===== src/plc_defs.svh =====
// Offsets, field positions, reset values and timing counts of the port lock config block
//
// How it works
// (RULE1) Overcurrent threshold is full scale times field bits 2:0 over eight; reset all ones.
// (RULE2) Measurement period is (field bits 7:3 plus one) over 50 seconds; reset zero.
// (RULE3) Reference select bit 0 clear uses internal reference, set uses external one.
// (RULE4) While lock bit clear, three slave-select toggles switch the port to SPI.
// (RULE5) Host must write 1 to the lock bit to keep I2C selected.
// (RULE6) Once I2C lock is set, slave-select toggles are ignored; SPI never selected.
// (RULE7) With SPI active, any write to the second register locks SPI permanently.
// (RULE8) Locked port choice is kept across power mode transitions.
// (RULE9) Second register bits 7:2 are reserved, reset zero, and control nothing.
`ifndef PLC_DEFS_SVH
`define PLC_DEFS_SVH

`define PLC_ADDR_W            16
`define PLC_OFS_LEVEL         16'hEC00
`define PLC_OFS_CONFIG        16'hEC01
`define PLC_THR_LSB           0
`define PLC_THR_MSB           2
`define PLC_LINE_LSB          3
`define PLC_LINE_MSB          7
`define PLC_EXTREF_BIT        0
`define PLC_LOCK_BIT          1
`define PLC_THR_RST           3'h7
`define PLC_LINE_RST          5'h00
`define PLC_LEVEL_RST         8'h07
`define PLC_CONFIG_RST        8'h00
`define PLC_TOGGLES_TO_SPI    2'h3
`define PLC_PERIOD_DIV        50
`define PLC_CLK_HZ            100000000
`define PLC_TICKS_PER_LINE    (`PLC_CLK_HZ / `PLC_PERIOD_DIV)

`endif


===== src/plc_pkg.sv =====
// Types of the port lock config block
package plc_pkg;
	// Serial port selection, Gray coded along I2C -> SPI -> locked SPI
	typedef enum logic [1:0] {
		PLC_I2C      = 2'h0,
		PLC_SPI      = 2'h1,
		PLC_SPI_LOCK = 2'h3,
		PLC_I2C_LOCK = 2'h2
	} plc_port_t;
endpackage


===== src/plc_period_timer.sv =====
// Low-power measurement period timer producing one pulse per period
`timescale 1ns/1ps
`default_nettype none
`include "plc_defs.svh"
module plc_period_timer #(
	parameter int TICKS_PER_LINE = `PLC_TICKS_PER_LINE
) (
	// Clock and reset
	input  wire logic       clk,
	input  wire logic       rstn,
	// Period setting
	input  wire logic [4:0] line_val,
	// Period end
	output var  logic       period_end
);
	logic [31:0] tick_r, tick_nxt;
	logic [5:0]  line_r, line_nxt;
	logic        end_nxt;

	// ------------------------------------------------------------
	// Period = (line + 1) steps of 1/50 s
	// ------------------------------------------------------------
	always_comb begin
		tick_nxt = tick_r + 32'h1;
		line_nxt = line_r;
		end_nxt  = 1'b0;
		if (tick_r >= 32'(TICKS_PER_LINE - 1)) begin
			tick_nxt = 32'h0;
			if (line_r >= {1'b0, line_val}) begin  // [RULE2]
				line_nxt = 6'h00;
				end_nxt  = 1'b1;
			end else begin
				line_nxt = line_r + 6'h01;
			end
		end
	end

	always_ff @(posedge clk or negedge rstn) begin
		if (!rstn) begin
			tick_r     <= 32'h0;
			line_r     <= 6'h00;
			period_end <= 1'b0;
		end else begin
			tick_r     <= tick_nxt;
			line_r     <= line_nxt;
			period_end <= end_nxt;
		end
	end
endmodule
`default_nettype wire


===== src/plc_regs.sv =====
// Overcurrent level and reference / port lock configuration registers
`timescale 1ns/1ps
`default_nettype none
`include "plc_defs.svh"
module plc_regs
	import plc_pkg::*;
#(
	parameter int TICKS_PER_LINE = `PLC_TICKS_PER_LINE
) (
	// Clock and reset
	input  wire logic                   clk,
	input  wire logic                   rstn,
	// Register access from the active serial port
	input  wire logic                   reg_wr,
	input  wire logic                   reg_rd,
	input  wire logic [`PLC_ADDR_W-1:0] reg_addr,
	input  wire logic [7:0]             reg_wdata,
	output var  logic [7:0]             reg_rdata,
	// Slave-select pin level, synchronous to clk
	input  wire logic                   slave_select_or_capture_active_pin,
	// Power mode state, carried only for visibility
	input  wire logic [1:0]             power_mode_state,
	// Configuration outputs
	output var  logic [2:0]             overcurrent_threshold_field,
	output var  logic [4:0]             measure_period_field,
	output var  logic                   external_reference_select,
	output var  logic                   spi_selected,
	output var  logic                   port_locked,
	output var  logic                   period_end
);
	logic [7:0] level_r, level_nxt;
	logic       extref_r, extref_nxt;
	logic       lockbit_r, lockbit_nxt;
	plc_port_t  port_r, port_nxt;
	logic [1:0] tog_r, tog_nxt;
	logic       ss_d_r;
	logic [7:0] rdata_nxt;
	logic       wr_level, wr_config, ss_edge, period_pulse;
	logic [2:0] thr_out_nxt;
	logic [4:0] line_out_nxt;
	logic       ext_out_nxt, spi_out_nxt, lock_out_nxt, pe_out_nxt;

	assign wr_level  = reg_wr && (reg_addr == `PLC_OFS_LEVEL);
	assign wr_config = reg_wr && (reg_addr == `PLC_OFS_CONFIG);
	// Any edge counts as a toggle
	assign ss_edge   = slave_select_or_capture_active_pin ^ ss_d_r;

	// ------------------------------------------------------------
	// Register writes
	// ------------------------------------------------------------
	always_comb begin
		level_nxt   = level_r;
		extref_nxt  = extref_r;
		lockbit_nxt = lockbit_r;
		if (wr_level) begin
			level_nxt = reg_wdata;  // [RULE1] [RULE2]
		end
		if (wr_config) begin
			extref_nxt  = reg_wdata[`PLC_EXTREF_BIT];  // [RULE3]
			// Lock bit is sticky: once set it never clears short of reset
			lockbit_nxt = lockbit_r | reg_wdata[`PLC_LOCK_BIT];  // [RULE5]
			// Bits 7:2 are dropped and read as zero [RULE9]
		end
	end

	// ------------------------------------------------------------
	// Port selection; power mode input deliberately unused here
	// ------------------------------------------------------------
	always_comb begin
		port_nxt = port_r;  // [RULE8]
		tog_nxt  = tog_r;
		case (port_r)
			PLC_I2C: begin
				if (wr_config && reg_wdata[`PLC_LOCK_BIT]) begin
					port_nxt = PLC_I2C_LOCK;  // [RULE6]
				end else if (ss_edge && !lockbit_r) begin  // [RULE4]
					if (tog_r == (`PLC_TOGGLES_TO_SPI - 2'h1)) begin
						port_nxt = PLC_SPI;
						tog_nxt  = 2'h0;
					end else begin
						tog_nxt = tog_r + 2'h1;
					end
				end
			end
			PLC_SPI: begin
				if (wr_config) begin
					port_nxt = PLC_SPI_LOCK;  // [RULE7]
				end
			end
			PLC_SPI_LOCK: port_nxt = PLC_SPI_LOCK;  // [RULE7]
			PLC_I2C_LOCK: port_nxt = PLC_I2C_LOCK;  // [RULE6]
			default:      port_nxt = PLC_I2C;
		endcase
	end

	// ------------------------------------------------------------
	// Read data
	// ------------------------------------------------------------
	always_comb begin
		rdata_nxt = 8'h00;
		if (reg_rd && reg_addr == `PLC_OFS_LEVEL) begin
			rdata_nxt = level_r;
		end else if (reg_rd && reg_addr == `PLC_OFS_CONFIG) begin
			rdata_nxt = {6'h00, lockbit_r, extref_r};  // [RULE9]
		end
	end

	// ------------------------------------------------------------
	// Register file state
	// ------------------------------------------------------------
	always_ff @(posedge clk or negedge rstn) begin
		if (!rstn) begin
			level_r   <= `PLC_LEVEL_RST;  // [RULE1] [RULE2]
			extref_r  <= 1'b0;
			lockbit_r <= 1'b0;
		end else begin
			level_r   <= level_nxt;
			extref_r  <= extref_nxt;
			lockbit_r <= lockbit_nxt;
		end
	end

	// ------------------------------------------------------------
	// Port selection state
	// ------------------------------------------------------------
	// Pin history resets to the idle high level, so a quiet pin gives no toggle
	always_ff @(posedge clk or negedge rstn) begin
		if (!rstn) begin
			port_r <= PLC_I2C;
			tog_r  <= 2'h0;
			ss_d_r <= 1'b1;
		end else begin
			port_r <= port_nxt;
			tog_r  <= tog_nxt;
			ss_d_r <= slave_select_or_capture_active_pin;
		end
	end

	// ------------------------------------------------------------
	// Read data state
	// ------------------------------------------------------------
	always_ff @(posedge clk or negedge rstn) begin
		if (!rstn) begin
			reg_rdata <= 8'h00;
		end else begin
			reg_rdata <= rdata_nxt;
		end
	end

	// ------------------------------------------------------------
	// Registered outputs
	// ------------------------------------------------------------
	// One more flop per output keeps the pins glitch free at the cost of a cycle
	always_comb begin
		thr_out_nxt  = level_r[`PLC_THR_MSB:`PLC_THR_LSB];  // [RULE1]
		line_out_nxt = level_r[`PLC_LINE_MSB:`PLC_LINE_LSB];  // [RULE2]
		ext_out_nxt  = extref_r;  // [RULE3]
		spi_out_nxt  = (port_r == PLC_SPI) || (port_r == PLC_SPI_LOCK);
		lock_out_nxt = (port_r == PLC_SPI_LOCK) || (port_r == PLC_I2C_LOCK);  // [RULE8]
		pe_out_nxt   = period_pulse;
	end

	always_ff @(posedge clk or negedge rstn) begin
		if (!rstn) begin
			overcurrent_threshold_field <= `PLC_THR_RST;
			measure_period_field        <= `PLC_LINE_RST;
			external_reference_select   <= 1'b0;
			spi_selected                <= 1'b0;
			port_locked                 <= 1'b0;
			period_end                  <= 1'b0;
		end else begin
			overcurrent_threshold_field <= thr_out_nxt;
			measure_period_field        <= line_out_nxt;
			external_reference_select   <= ext_out_nxt;
			spi_selected                <= spi_out_nxt;
			port_locked                 <= lock_out_nxt;
			period_end                  <= pe_out_nxt;
		end
	end

	plc_period_timer #(
		.TICKS_PER_LINE(TICKS_PER_LINE)
	) u_timer (
		.clk       (clk),
		.rstn      (rstn),
		.line_val  (level_r[`PLC_LINE_MSB:`PLC_LINE_LSB]),
		.period_end(period_pulse)
	);
endmodule
`default_nettype wire


===== config.mk =====
export PLATFORM = sky130hd
export DESIGN_NAME = plc_regs
export DESIGN_NICKNAME = d
export VERILOG_FILES = /design/src/plc_pkg.sv /design/src/plc_period_timer.sv /design/src/plc_regs.sv
export VERILOG_INCLUDE_DIRS = /design/src
export SDC_FILE = /design/constraint.sdc
export NUM_CORES = 1
export LEC_CHECK = 0
export ABC_CLOCK_PERIOD_IN_PS = 2300
export BUFFER_PORTS_ARGS = -buffer_cell sky130_fd_sc_hd__buf_4
export CORE_ASPECT_RATIO = 1.2
export CORE_MARGIN = 4
export CORE_UTILIZATION = 55
export DETAILED_ROUTE_END_ITERATION = 8
export PLACE_DENSITY = 0.84
export SETUP_SLACK_MARGIN = 0.5
export SLEW_MARGIN = 20
export SYNTH_ARGS = -nofsm -noshare
export SYNTH_HDL_FRONTEND = slang
export SYNTH_SLANG_ARGS = --single-unit

===== constraint.sdc =====
create_clock -name clk -period 2.3 [get_ports clk]
set_input_delay 0.345 -clock clk [delete_from_list [all_inputs] [get_ports clk]]
set_output_delay 0.345 -clock clk [all_outputs]
set_load 0.05 [all_outputs]

* Yosys cells after proc, flatten, opt, wreduce, memory -nomap -nowiden *
Index checks and enable logic that the tools add are counted.

word-level totals
  output and inout port bits = 20
  register bits after elaboration = 74

cells by class
  $add $sub $neg = 3
  mux-type cells = 12
  $lt $le $gt $ge = 2
  bitwise gates (word level) = 3
  eq/ne operators = 9
  reductions and logical operators = 12

operator list
  kind                                                                     count
  32-bit by 1-bit adder with 32-bit output, second input constant          1
  16-bit == test, second input constant                                    2
  32-bit by 21-bit >= comparator with 1-bit output, second input constant  1
  32-bit 2-to-1 mux                                                        1
  2-bit 2-to-1 mux                                                         6
  8-bit 2-to-1 mux                                                         1
  2-bit one-hot mux with 4 select lines                                    1
  6-bit by 1-bit adder with 6-bit output, second input constant            1
  2-bit == test, second input constant                                     3
  6-bit by 5-bit >= comparator with 1-bit output                           1
  1-bit logical AND                                                        6
  6-bit 2-to-1 mux                                                         1
  3-bit != test, second input constant                                     2
  3-bit AND reduction                                                      2
  2-bit by 1-bit adder with 2-bit output, second input constant            1
  2-bit by 1-bit == test with 1-bit output, second input constant          1
  2-bit logical NOT                                                        1
  1-bit logical OR                                                         2
  1-bit 2-to-1 mux                                                         2
  2-bit != test, second input constant                                     1
  1-bit logical NOT                                                        1
  1-bit NOT                                                                1
  1-bit OR                                                                 1
  1-bit XOR                                                                1

* Longest topological paths before layout *
Gate-level depths: netlist of run 1.

  depth in word-level cells = 5
  mapped depth = 7
  gate-level depth less buffers = 7

* Modules after synthesis *
A second synthesis of run 1 with hierarchy kept.

second synthesis, totals
  cell total of the unflattened synthesis = 254
  area total of the unflattened synthesis = 3026.7 um^2

by module, submodules not included
  module            times used  area each (um^2)  cells an instance
  plc_period_timer  1           1770.4            169
  plc_regs          1           1256.2            85

* Worst setup path before layout of run 1 *
No wires, ideal clock.

  path kind = register to register
  from = register u_timer.tick_r[14]
  to = register u_timer.line_r[0]
  stages on the path, launching flop included = 6
  library setup time = 0.125 ns
  slack = 0.507 ns
  required time = 2.175 ns
  arrival = 1.668 ns
  path through = dfrtp_1 or4_4 a211oi_2 o211ai_2 and2_4 mux2_2

between the ends
  word-level cells in the longest chain between the ends = 1

ends and longest elaborated chain
  what                                              line                    text
  from (decl)                                       plc_period_timer.sv:16  logic [31:0] tick_r, tick_nxt;
  from (signal assigned)                            plc_period_timer.sv:44  tick_r <= tick_nxt;
  32-bit by 21-bit >= comparator with 1-bit output  plc_period_timer.sv:27  if (tick_r >= 32'(TICKS_PER_LINE - 1)) begin
  to (signal assigned)                              plc_period_timer.sv:45  line_r <= line_nxt;
  to (decl)                                         plc_period_timer.sv:17  logic [5:0] line_r, line_nxt;

No other way between the ends.
A chain may end at the register's enable or synchronous reset.

* Final worst setup path of run 1 *
Same ends and word-level chain as after synthesis.

==> parameters.txt, run 1 <==
Parameter                              Value

Timing
  Crit share post-route    80.7%
  Transition time of the tightest slew-check pin    approximately 0.9 ns
  RSZ-0062 raised after global routing    true
  Fin. Hold Viols    0
  Final-report max-slew violation count    0
  Headroom to the max-slew limit    41.3%
  Min Clock Period, post-route    1.86 ns
  Highest clock frequency the design can meet    539 MHz
  Final-layout setup total negative slack    0 ns
  Final setup violating endpoints    0
  Setup clock skew after layout    approximately 0.0096 ns

Clock network
  Maximum buffer depth of the clock tree    2
  Clk sinks    74
  Cts bufs inserted    9
  CTS tree    yes
  Clock Tree Root    sky130_fd_sc_hd__clkbuf_8
  Clk slew on worst S/H paths    0.07 ns
  Number of levels the H-tree was split into    3
  Worst-skew pair later-pin latency    0.34 ns
  Number of buffers inserted for hold repair after clock tree synthesis    0

Yosys
  Distinct cell type count of the synthesized netlist    between 40 and 50
  Largest area contributor in the synthesized netlist    sky130_fd_sc_hd__dfrtp_1
  Sequential element share of the synthesized area    62.1%
  Top-count cell post-synth    sky130_fd_sc_hd__dfrtp_1
  Fraction of synthesized cell area taken by the top area cell type    between 50 and 60%
  Synth area leaders    sky130_fd_sc_hd__dfrtp_1 56%, sky130_fd_sc_hd__dfstp_2 6.1%, sky130_fd_sc_hd__nor2_1 4.3%
  Async SR Flop Fraction    100%
  Number of warnings reported in the yosys synthesis log    0
  Synthesized instance count    253
  EDFF count, synth    0
  Post-synth design cell area    between 2000 and 3000 sq um
  Synthesis-stage register bit count    74
  Prevailing post-synth register cell    sky130_fd_sc_hd__dfrtp_1
  Post-synth top cells    67 x sky130_fd_sc_hd__dfrtp_1, 34 x sky130_fd_sc_hd__nor2_1, 13 x sky130_fd_sc_hd__inv_1
  Synthesized area per cell    11.8 sq um

Setup path
  Type of element launching the critical path    flip-flop
  Critical R2R Capture    u_timer.line_r[0]
  CP endpoint    u_timer.line_r[0]
  Crit path launch    u_timer.tick_r[14]
  Highest net fanout along the worst path    4
  Origin of the critical flop-to-flop path    u_timer.tick_r[14]
  Worst R2R Path Depth    5
  Worst-case register-to-register setup slack    0.44 ns
  Data arrival time of the worst path    2.08 ns
  Type of the worst setup path    reg2reg
  Worst path required time    2.52 ns
  Crit end category    flip-flop

Floorplan
  Area enclosed by the die boundary    roughly 6700 sq um
  Row count    29
  Number of placed I/O pins    just over 50
  Standard cell core area    5300 sq um
  Floorplan die height    between 80 and 90 microns
  Starting density of the core    56.5%
  Overall die width    between 70 and 80 microns

Final layout
  Share of cells above drive strength 1    roughly 29%
  Storage element area    1860 sq um
  Footprint of the multi-input gates    about 1100 sq um
  Post-Layout Cell Count    390
  Fill cell instance count of the final layout    between 300 and 400
  Core occupancy in the finished layout    between 70% and 80%
  Layout net count    361
  Layout-stage area growth over the synthesis result    24.7%
  Final standard cell area without fillers    3730 sq um
  Number of antenna diodes    0

GRT
  Pin count of the biggest net entering global routing    75
  Total routing usage reported by global routing    just under 20%
  Antenna violations before repair    0
  First-pass GRT wire length    9.82 mm
  Via count of the first global-routing pass    2,222
  Final global-route overflow total    0

Pwr
  Leak Pwr    1.79 nW
  Power Dens Cells    768 nW/um^2
  Largest vdd supply drop    about 630 uV
  Total chip power    2.87 mW

Placement
  Instance area at placement    3470 sq um
  Input/output buffers    between 40 and 50
  Cell total after placement    370
  HPWL after DPL    3.84 mm
  Global placer's final weighted congestion    0.823

Routing
  Routed Wire Length    5.67 mm
  Number of optimization iterations in the first detailed-route pass    4
  Vias after detailed routing    between 2,000 and 2,500
  Detail-routed via count per cell    5.34
  DRT iter0 DRCs    around 160
  Remaining design rule violation count    0
  DRT antenna net count    0
  Average detailed-routed wire length per instance    14.5 microns

Outcome
  Status    finished clean

Min path
  Worst hold path type    in2async

Run
  Number of max-cap violations    0
## power breakdown
group / switching [mW] / internal [mW]
clock: 0.442 / 0.507
combinational: 0.230 / 0.208
sequential: 0.0773 / 1.40
total: 0.750 / 2.12
## placed cells by master (no fill, tap or decap), types with 5 or more instances in the layout
cell type                  count
sky130_fd_sc_hd__xor2_1       10
sky130_fd_sc_hd__xnor2_1       9
sky130_fd_sc_hd__inv_1        13
sky130_fd_sc_hd__conb_1       11
sky130_fd_sc_hd__nor4_1        5
sky130_fd_sc_hd__nor2_1       34
sky130_fd_sc_hd__dfstp_2       7
sky130_fd_sc_hd__buf_4        54
sky130_fd_sc_hd__nand3_1      11
sky130_fd_sc_hd__clkbuf_8     13
sky130_fd_sc_hd__nand4_1       6
sky130_fd_sc_hd__o21ai_0       6
sky130_fd_sc_hd__dfrtp_1      67
sky130_fd_sc_hd__mux2_2        7
sky130_fd_sc_hd__nand2_1      10
sky130_fd_sc_hd__ha_1          7
sky130_fd_sc_hd__nor3_1        7
## registers in the layout, indices dropped and copies added (netlist names), 2 cells and up
register,count
reg_rdata,8
u_timer.line_r,6
measure_period_field,5
tog_r,2
u_timer.tick_r,32
port_r,2
overcurrent_threshold_field,3
level_r,8
## logic make-up after synthesis
kind of cell	synth area share, %
AO/OA/AOI/OAI	6.14
XOR/XNOR	5.56
adder cells (fa/ha/maj)	2.93
buffers and inverters	2.47
flip-flops	62.1
multiplexers	3.68
other	0.125
AND/OR/NAND/NOR	17.0
## through the flow
step                hold slack (ns)  worst slack (ns)
finish                        0.112             0.445
global route                  0.108             0.396
CTS                           0.116             0.430
detailed placement            0.354             0.453
global placement              0.332             0.467
floorplan                    0.0494             0.507
## layout make-up
type	count	area share, %
Clock buffer	14	4.89
Clock inverter	2	0.268
Inverter	13	1.31
Multi-Input combinational cell	170	30.5
Sequential cell	74	49.8
Tap cell	62	2.08
Timing Repair Buffer	55	11.2
## worst max-delay path, stage by stage, from the launching register on
cell	delay, ns
sky130_fd_sc_hd__dfrtp_1	0.40
sky130_fd_sc_hd__or4_4	0.57
sky130_fd_sc_hd__o2111ai_4	0.22
sky130_fd_sc_hd__o211ai_2	0.13
sky130_fd_sc_hd__and2_4	0.17
sky130_fd_sc_hd__mux2_4	0.25
## worst min path at each step
| stage | from | to | cells after the start |
|---|---|---|---|
| finish | rstn | u_timer.tick_r[7] | 1 |
| global route | slave_select_or_capture_active_pin | ss_d_r | 1 |
| detailed placement | u_timer.period_end | period_end | 0 |
| CTS | slave_select_or_capture_active_pin | ss_d_r | 1 |
| global placement | u_timer.period_end | period_end | 0 |
| floorplan | rstn | ext_out_nxt | 0 |
## routing by layer
layer / part of all wire, % / global-route usage [%]
met1: 40 / 22.6
met2: 55 / 33.8
met5: 0 / 0
met3: 4.0 / 6.36
met4: 1.3 / 6.84
## what timing repair did
item,in CTS,in global routing
endpoints found under the setup margin,11,10
gates resized for setup,6,3
setup buffers,3,1
cloned,0,0
pin swaps,3,1
Power figures use the tool's default switching activity.
==> run 2: changes to the inputs <==
--- a/config.mk
+++ b/config.mk
@@ -6,13 +6,13 @@
 export SDC_FILE = /design/constraint.sdc
 export NUM_CORES = 1
 export LEC_CHECK = 0
-export ABC_CLOCK_PERIOD_IN_PS = 2300
+export ABC_CLOCK_PERIOD_IN_PS = 1500
 export BUFFER_PORTS_ARGS = -buffer_cell sky130_fd_sc_hd__buf_4
 export CORE_ASPECT_RATIO = 1.2
 export CORE_MARGIN = 4
-export CORE_UTILIZATION = 55
+export CORE_UTILIZATION = 50
 export DETAILED_ROUTE_END_ITERATION = 8
-export PLACE_DENSITY = 0.84
+export PLACE_DENSITY = 0.81
 export SETUP_SLACK_MARGIN = 0.5
 export SLEW_MARGIN = 20
 export SYNTH_ARGS = -nofsm -noshare
==> constraint.sdc (replaced) <==
create_clock -name clk -period 1.5 [get_ports clk]
set_input_delay 0.225 -clock clk [delete_from_list [all_inputs] [get_ports clk]]
set_output_delay 0.225 -clock clk [all_outputs]
set_load 0.05 [all_outputs]
==> parameters.txt, run 2 (synthesized netlist as in run 1, its figures left out) <==
Parameter                              Value

Outcome
  Status    finished with violations
  Violations in the final reports    setup timing

Final layout
  Top library cells by usage in the layout, fill and taps aside    67 x sky130_fd_sc_hd__dfrtp_1, 60 x sky130_fd_sc_hd__buf_4, 30 x sky130_fd_sc_hd__buf_6
  Number of antenna diodes    0 (unchanged)
  Number of flip-flops under the largest register name    32 (unchanged)
  Storage element area    1860 sq um (unchanged)
  Biggest regs    u_timer.tick_r (32), level_r (8), reg_rdata (8)
  Layout net count    405 (+12%)
  Fill cell instance count of the final layout    327 (-15%)
  Core occupancy in the finished layout    78.6% (+8.1 points)
  Share of cells above drive strength 1    43.3% (+14 points)
  Final standard cell area without fillers    4510 sq um (+21%)
  Footprint of the multi-input gates    1340 sq um (+18%)
  Top reg by flops    u_timer.tick_r
  Layout-stage area growth over the synthesis result    50.8%
  Commonest non-fill, non-tap cell in the layout    sky130_fd_sc_hd__dfrtp_1

GRT
  Most crowded layer after global routing    met2
  Total routing usage reported by global routing    21.8% (+2.3 points)
  Antenna violations before repair    0 (unchanged)
  Global routing met1 resource utilization    21.9% (-0.69 points)
  Pin count of the biggest net entering global routing    75 (unchanged)
  GR Util met3    4.57% (-1.8 points)
  Met2 usage    40.8% (+7.0 points)
  Final global-route overflow total    0 (unchanged)
  First-pass GRT wire length    12.1 mm (+23%)
  Via count of the first global-routing pass    2,687 (+21%)

Run
  Number of max-cap violations    0 (unchanged)

Min path
  Worst hold path type    in2reg
  Number of stages on the worst hold path    3
  Startpoint of the most critical hold path    reg_wdata[6]
  Hold Path End    level_r[6]

Floorplan
  Row count    30 (+3.4%)
  Number of placed I/O pins    51 (unchanged)
  Area enclosed by the die boundary    7300 sq um (+9.0%)
  Starting density of the core    52.1% (-4.4 points)
  Overall die width    78.6 microns (+4.4%)
  Standard cell core area    5740 sq um (+8.4%)
  Floorplan die height    92.8 microns (+4.4%)

Pwr
  Proportion of total power due to net switching    27.2% (+1.1 points)
  Power spent charging and discharging nets    1.40 mW (+87%)
  Relative contribution of sequential cells to total power    44.1% (-7.6 points)
  Leak Pwr    2.14 nW (+20%)
  Internal power contribution    3.75 mW (+77%)
  Combinational share of power    18.7% (+3.4 points)
  Fraction of power consumed by the clock network    37.2% (+4.1 points)
  Largest vdd supply drop    1270 uV (+100%)
  Power Dens Cells    1140 nW/um^2 (+48%)

Clock network
  Worst-skew pair later-pin latency    0.35 ns (about the same)
  Number of levels the H-tree was split into    3 (unchanged)
  Clk slew on worst S/H paths    0.09 ns (+0.02 ns)
  Clk sinks    74 (unchanged)
  Maximum buffer depth of the clock tree    2 (unchanged)
  CTS tree    yes
  Cts bufs inserted    9 (unchanged)
  Clock Tree Root    sky130_fd_sc_hd__clkbuf_8

Setup path
  Sequence of cells on the critical path    or4_4 -> a211oi_2 -> o211ai_2 -> and2_4 -> mux2_2
  Highest net fanout along the worst path    4 (unchanged)
  Origin of the critical flop-to-flop path    u_timer.tick_r[14]
  Critical R2R Capture    u_timer.line_r[0]
  Type of element launching the critical path    flip-flop
  Type of the worst setup path    reg2reg
  Worst R2R Path Depth    5 (unchanged)
  Data arrival time of the worst path    2.09 ns (about the same)
  Worst path bufs/invs    0 (unchanged)
  Crit end category    flip-flop
  Dominant delay contributor by cell family on the critical path    simple AND/OR/NAND/NOR gates
  Worst-case register-to-register setup slack    -0.36 ns (-0.80 ns)
  CP max-delay cell    sky130_fd_sc_hd__or4_4
  Largest stage delay on the critical path    0.55 ns (-0.02 ns)
  Worst path required time    1.73 ns (-0.79 ns)

Routing
  DRT antenna net count    0 (unchanged)
  Vias after detailed routing    2,389 (+15%)
  Routed Wire Length    8.14 mm (+44%)
  DRT iter0 DRCs    91 (-42%)
  Number of optimization iterations in the first detailed-route pass    4 (unchanged)
  Remaining design rule violation count    0 (unchanged)
  Detail-routed via count per cell    5.29 (-0.95%)
  Average detailed-routed wire length per instance    18.0 microns (+24%)

Timing
  Crit share post-route    124% (+43 points)
  Final setup violating endpoints    31 (+31)
  Fin. Hold Viols    0 (unchanged)
  Final-report max-slew violation count    0 (unchanged)
  RSZ-0062 raised after global routing    true
  Setup clock skew after layout    0.0177 ns (+0.00812 ns)
  Min Clock Period, post-route    1.86 ns (+0.00245 ns)
  Highest clock frequency the design can meet    538 MHz (-0.13%)
  Setup ws final    -0.358 ns (-0.802 ns)
  Final-layout setup total negative slack    -6.09 ns (-6.09 ns)

Placement
  Input/output buffers    48 (unchanged)
  Instance area at placement    3860 sq um (+11%)
  HPWL after DPL    4.45 mm (+16%)
  Setup slack after placement    -0.320 ns (-0.773 ns)
  Global placer's final weighted congestion    0.825 (+0.18%)
run 2: per-layer routing:
| metal | up-vias | routed length (microns) |
|---|---|---|
| met3 | 28 | 241 |
| met2 | 57 | 4720 |
| met4 | 0 | 328 |
| met1 | 1215 | 2850 |
| met5 | - | 0 |
| li1 | 1089 | - |
run 2: power by group through the flow:
stage               logic [mW]  clock network, mW  registers, mW
floorplan                0.404                  0           2.35
global placement         0.785                  0           2.29
detailed placement       0.837                  0           2.29
CTS                      0.911               1.91           2.26
global route              1.05               2.03           2.28
finish                   0.960               1.92           2.27
run 2: worst max-delay path by stage:
| stage | start | end | slack (ns) | cells past startpoint |
|---|---|---|---|---|
| after floorplan | u_timer.tick_r[14] | u_timer.line_r[0] | -0.29 | 5 |
| after CTS | u_timer.tick_r[14] | u_timer.line_r[1] | -0.35 | 6 |
| after global placement | u_timer.tick_r[14] | u_timer.line_r[5] | -0.26 | 6 |
| after detailed placement | u_timer.tick_r[14] | u_timer.line_r[1] | -0.32 | 6 |
| after global routing | u_timer.tick_r[14] | u_timer.line_r[0] | -0.40 | 5 |
| final | u_timer.tick_r[14] | u_timer.line_r[0] | -0.36 | 5 |
run 2: stage by stage:
step | power [mW] | std cells | hold slack (ns)
floorplan | 2.75 | 263 | -0.0706
global placement | 3.07 | 429 | 0.264
detailed placement | 3.13 | 429 | 0.272
CTS | 5.08 | 451 | 0.0816
global route | 5.36 | 452 | 0.0819
finish | 5.15 | 452 | 0.0951
run 2: area by class of cell:
cell class,count,share of cell area [%]
well taps,80,2.22
clock buffers,9,2.74
repair buffers,99,20.3
flip-flops and latches,74,41.2
clock inverters,7,2.74
multi-input cells,170,29.7
inverters,13,1.08
run 2: timing repair:
action / in CTS / in global routing
setup buffers: 4 / 1
resized for setup: 45 / 35
hold buffers: 2 / 0
setup endpoints to repair: 65 / 70
hold endpoints to repair: 68 / 0
pin swaps: 7 / 11
run 2: worst register-to-register path, cell delays in order (launching register included):
cell and delay [ns]:
sky130_fd_sc_hd__dfrtp_1 0.38, sky130_fd_sc_hd__or4_4 0.55, sky130_fd_sc_hd__a211oi_2 0.21, sky130_fd_sc_hd__o211ai_2 0.16, sky130_fd_sc_hd__and2_4 0.19, sky130_fd_sc_hd__mux2_2 0.26
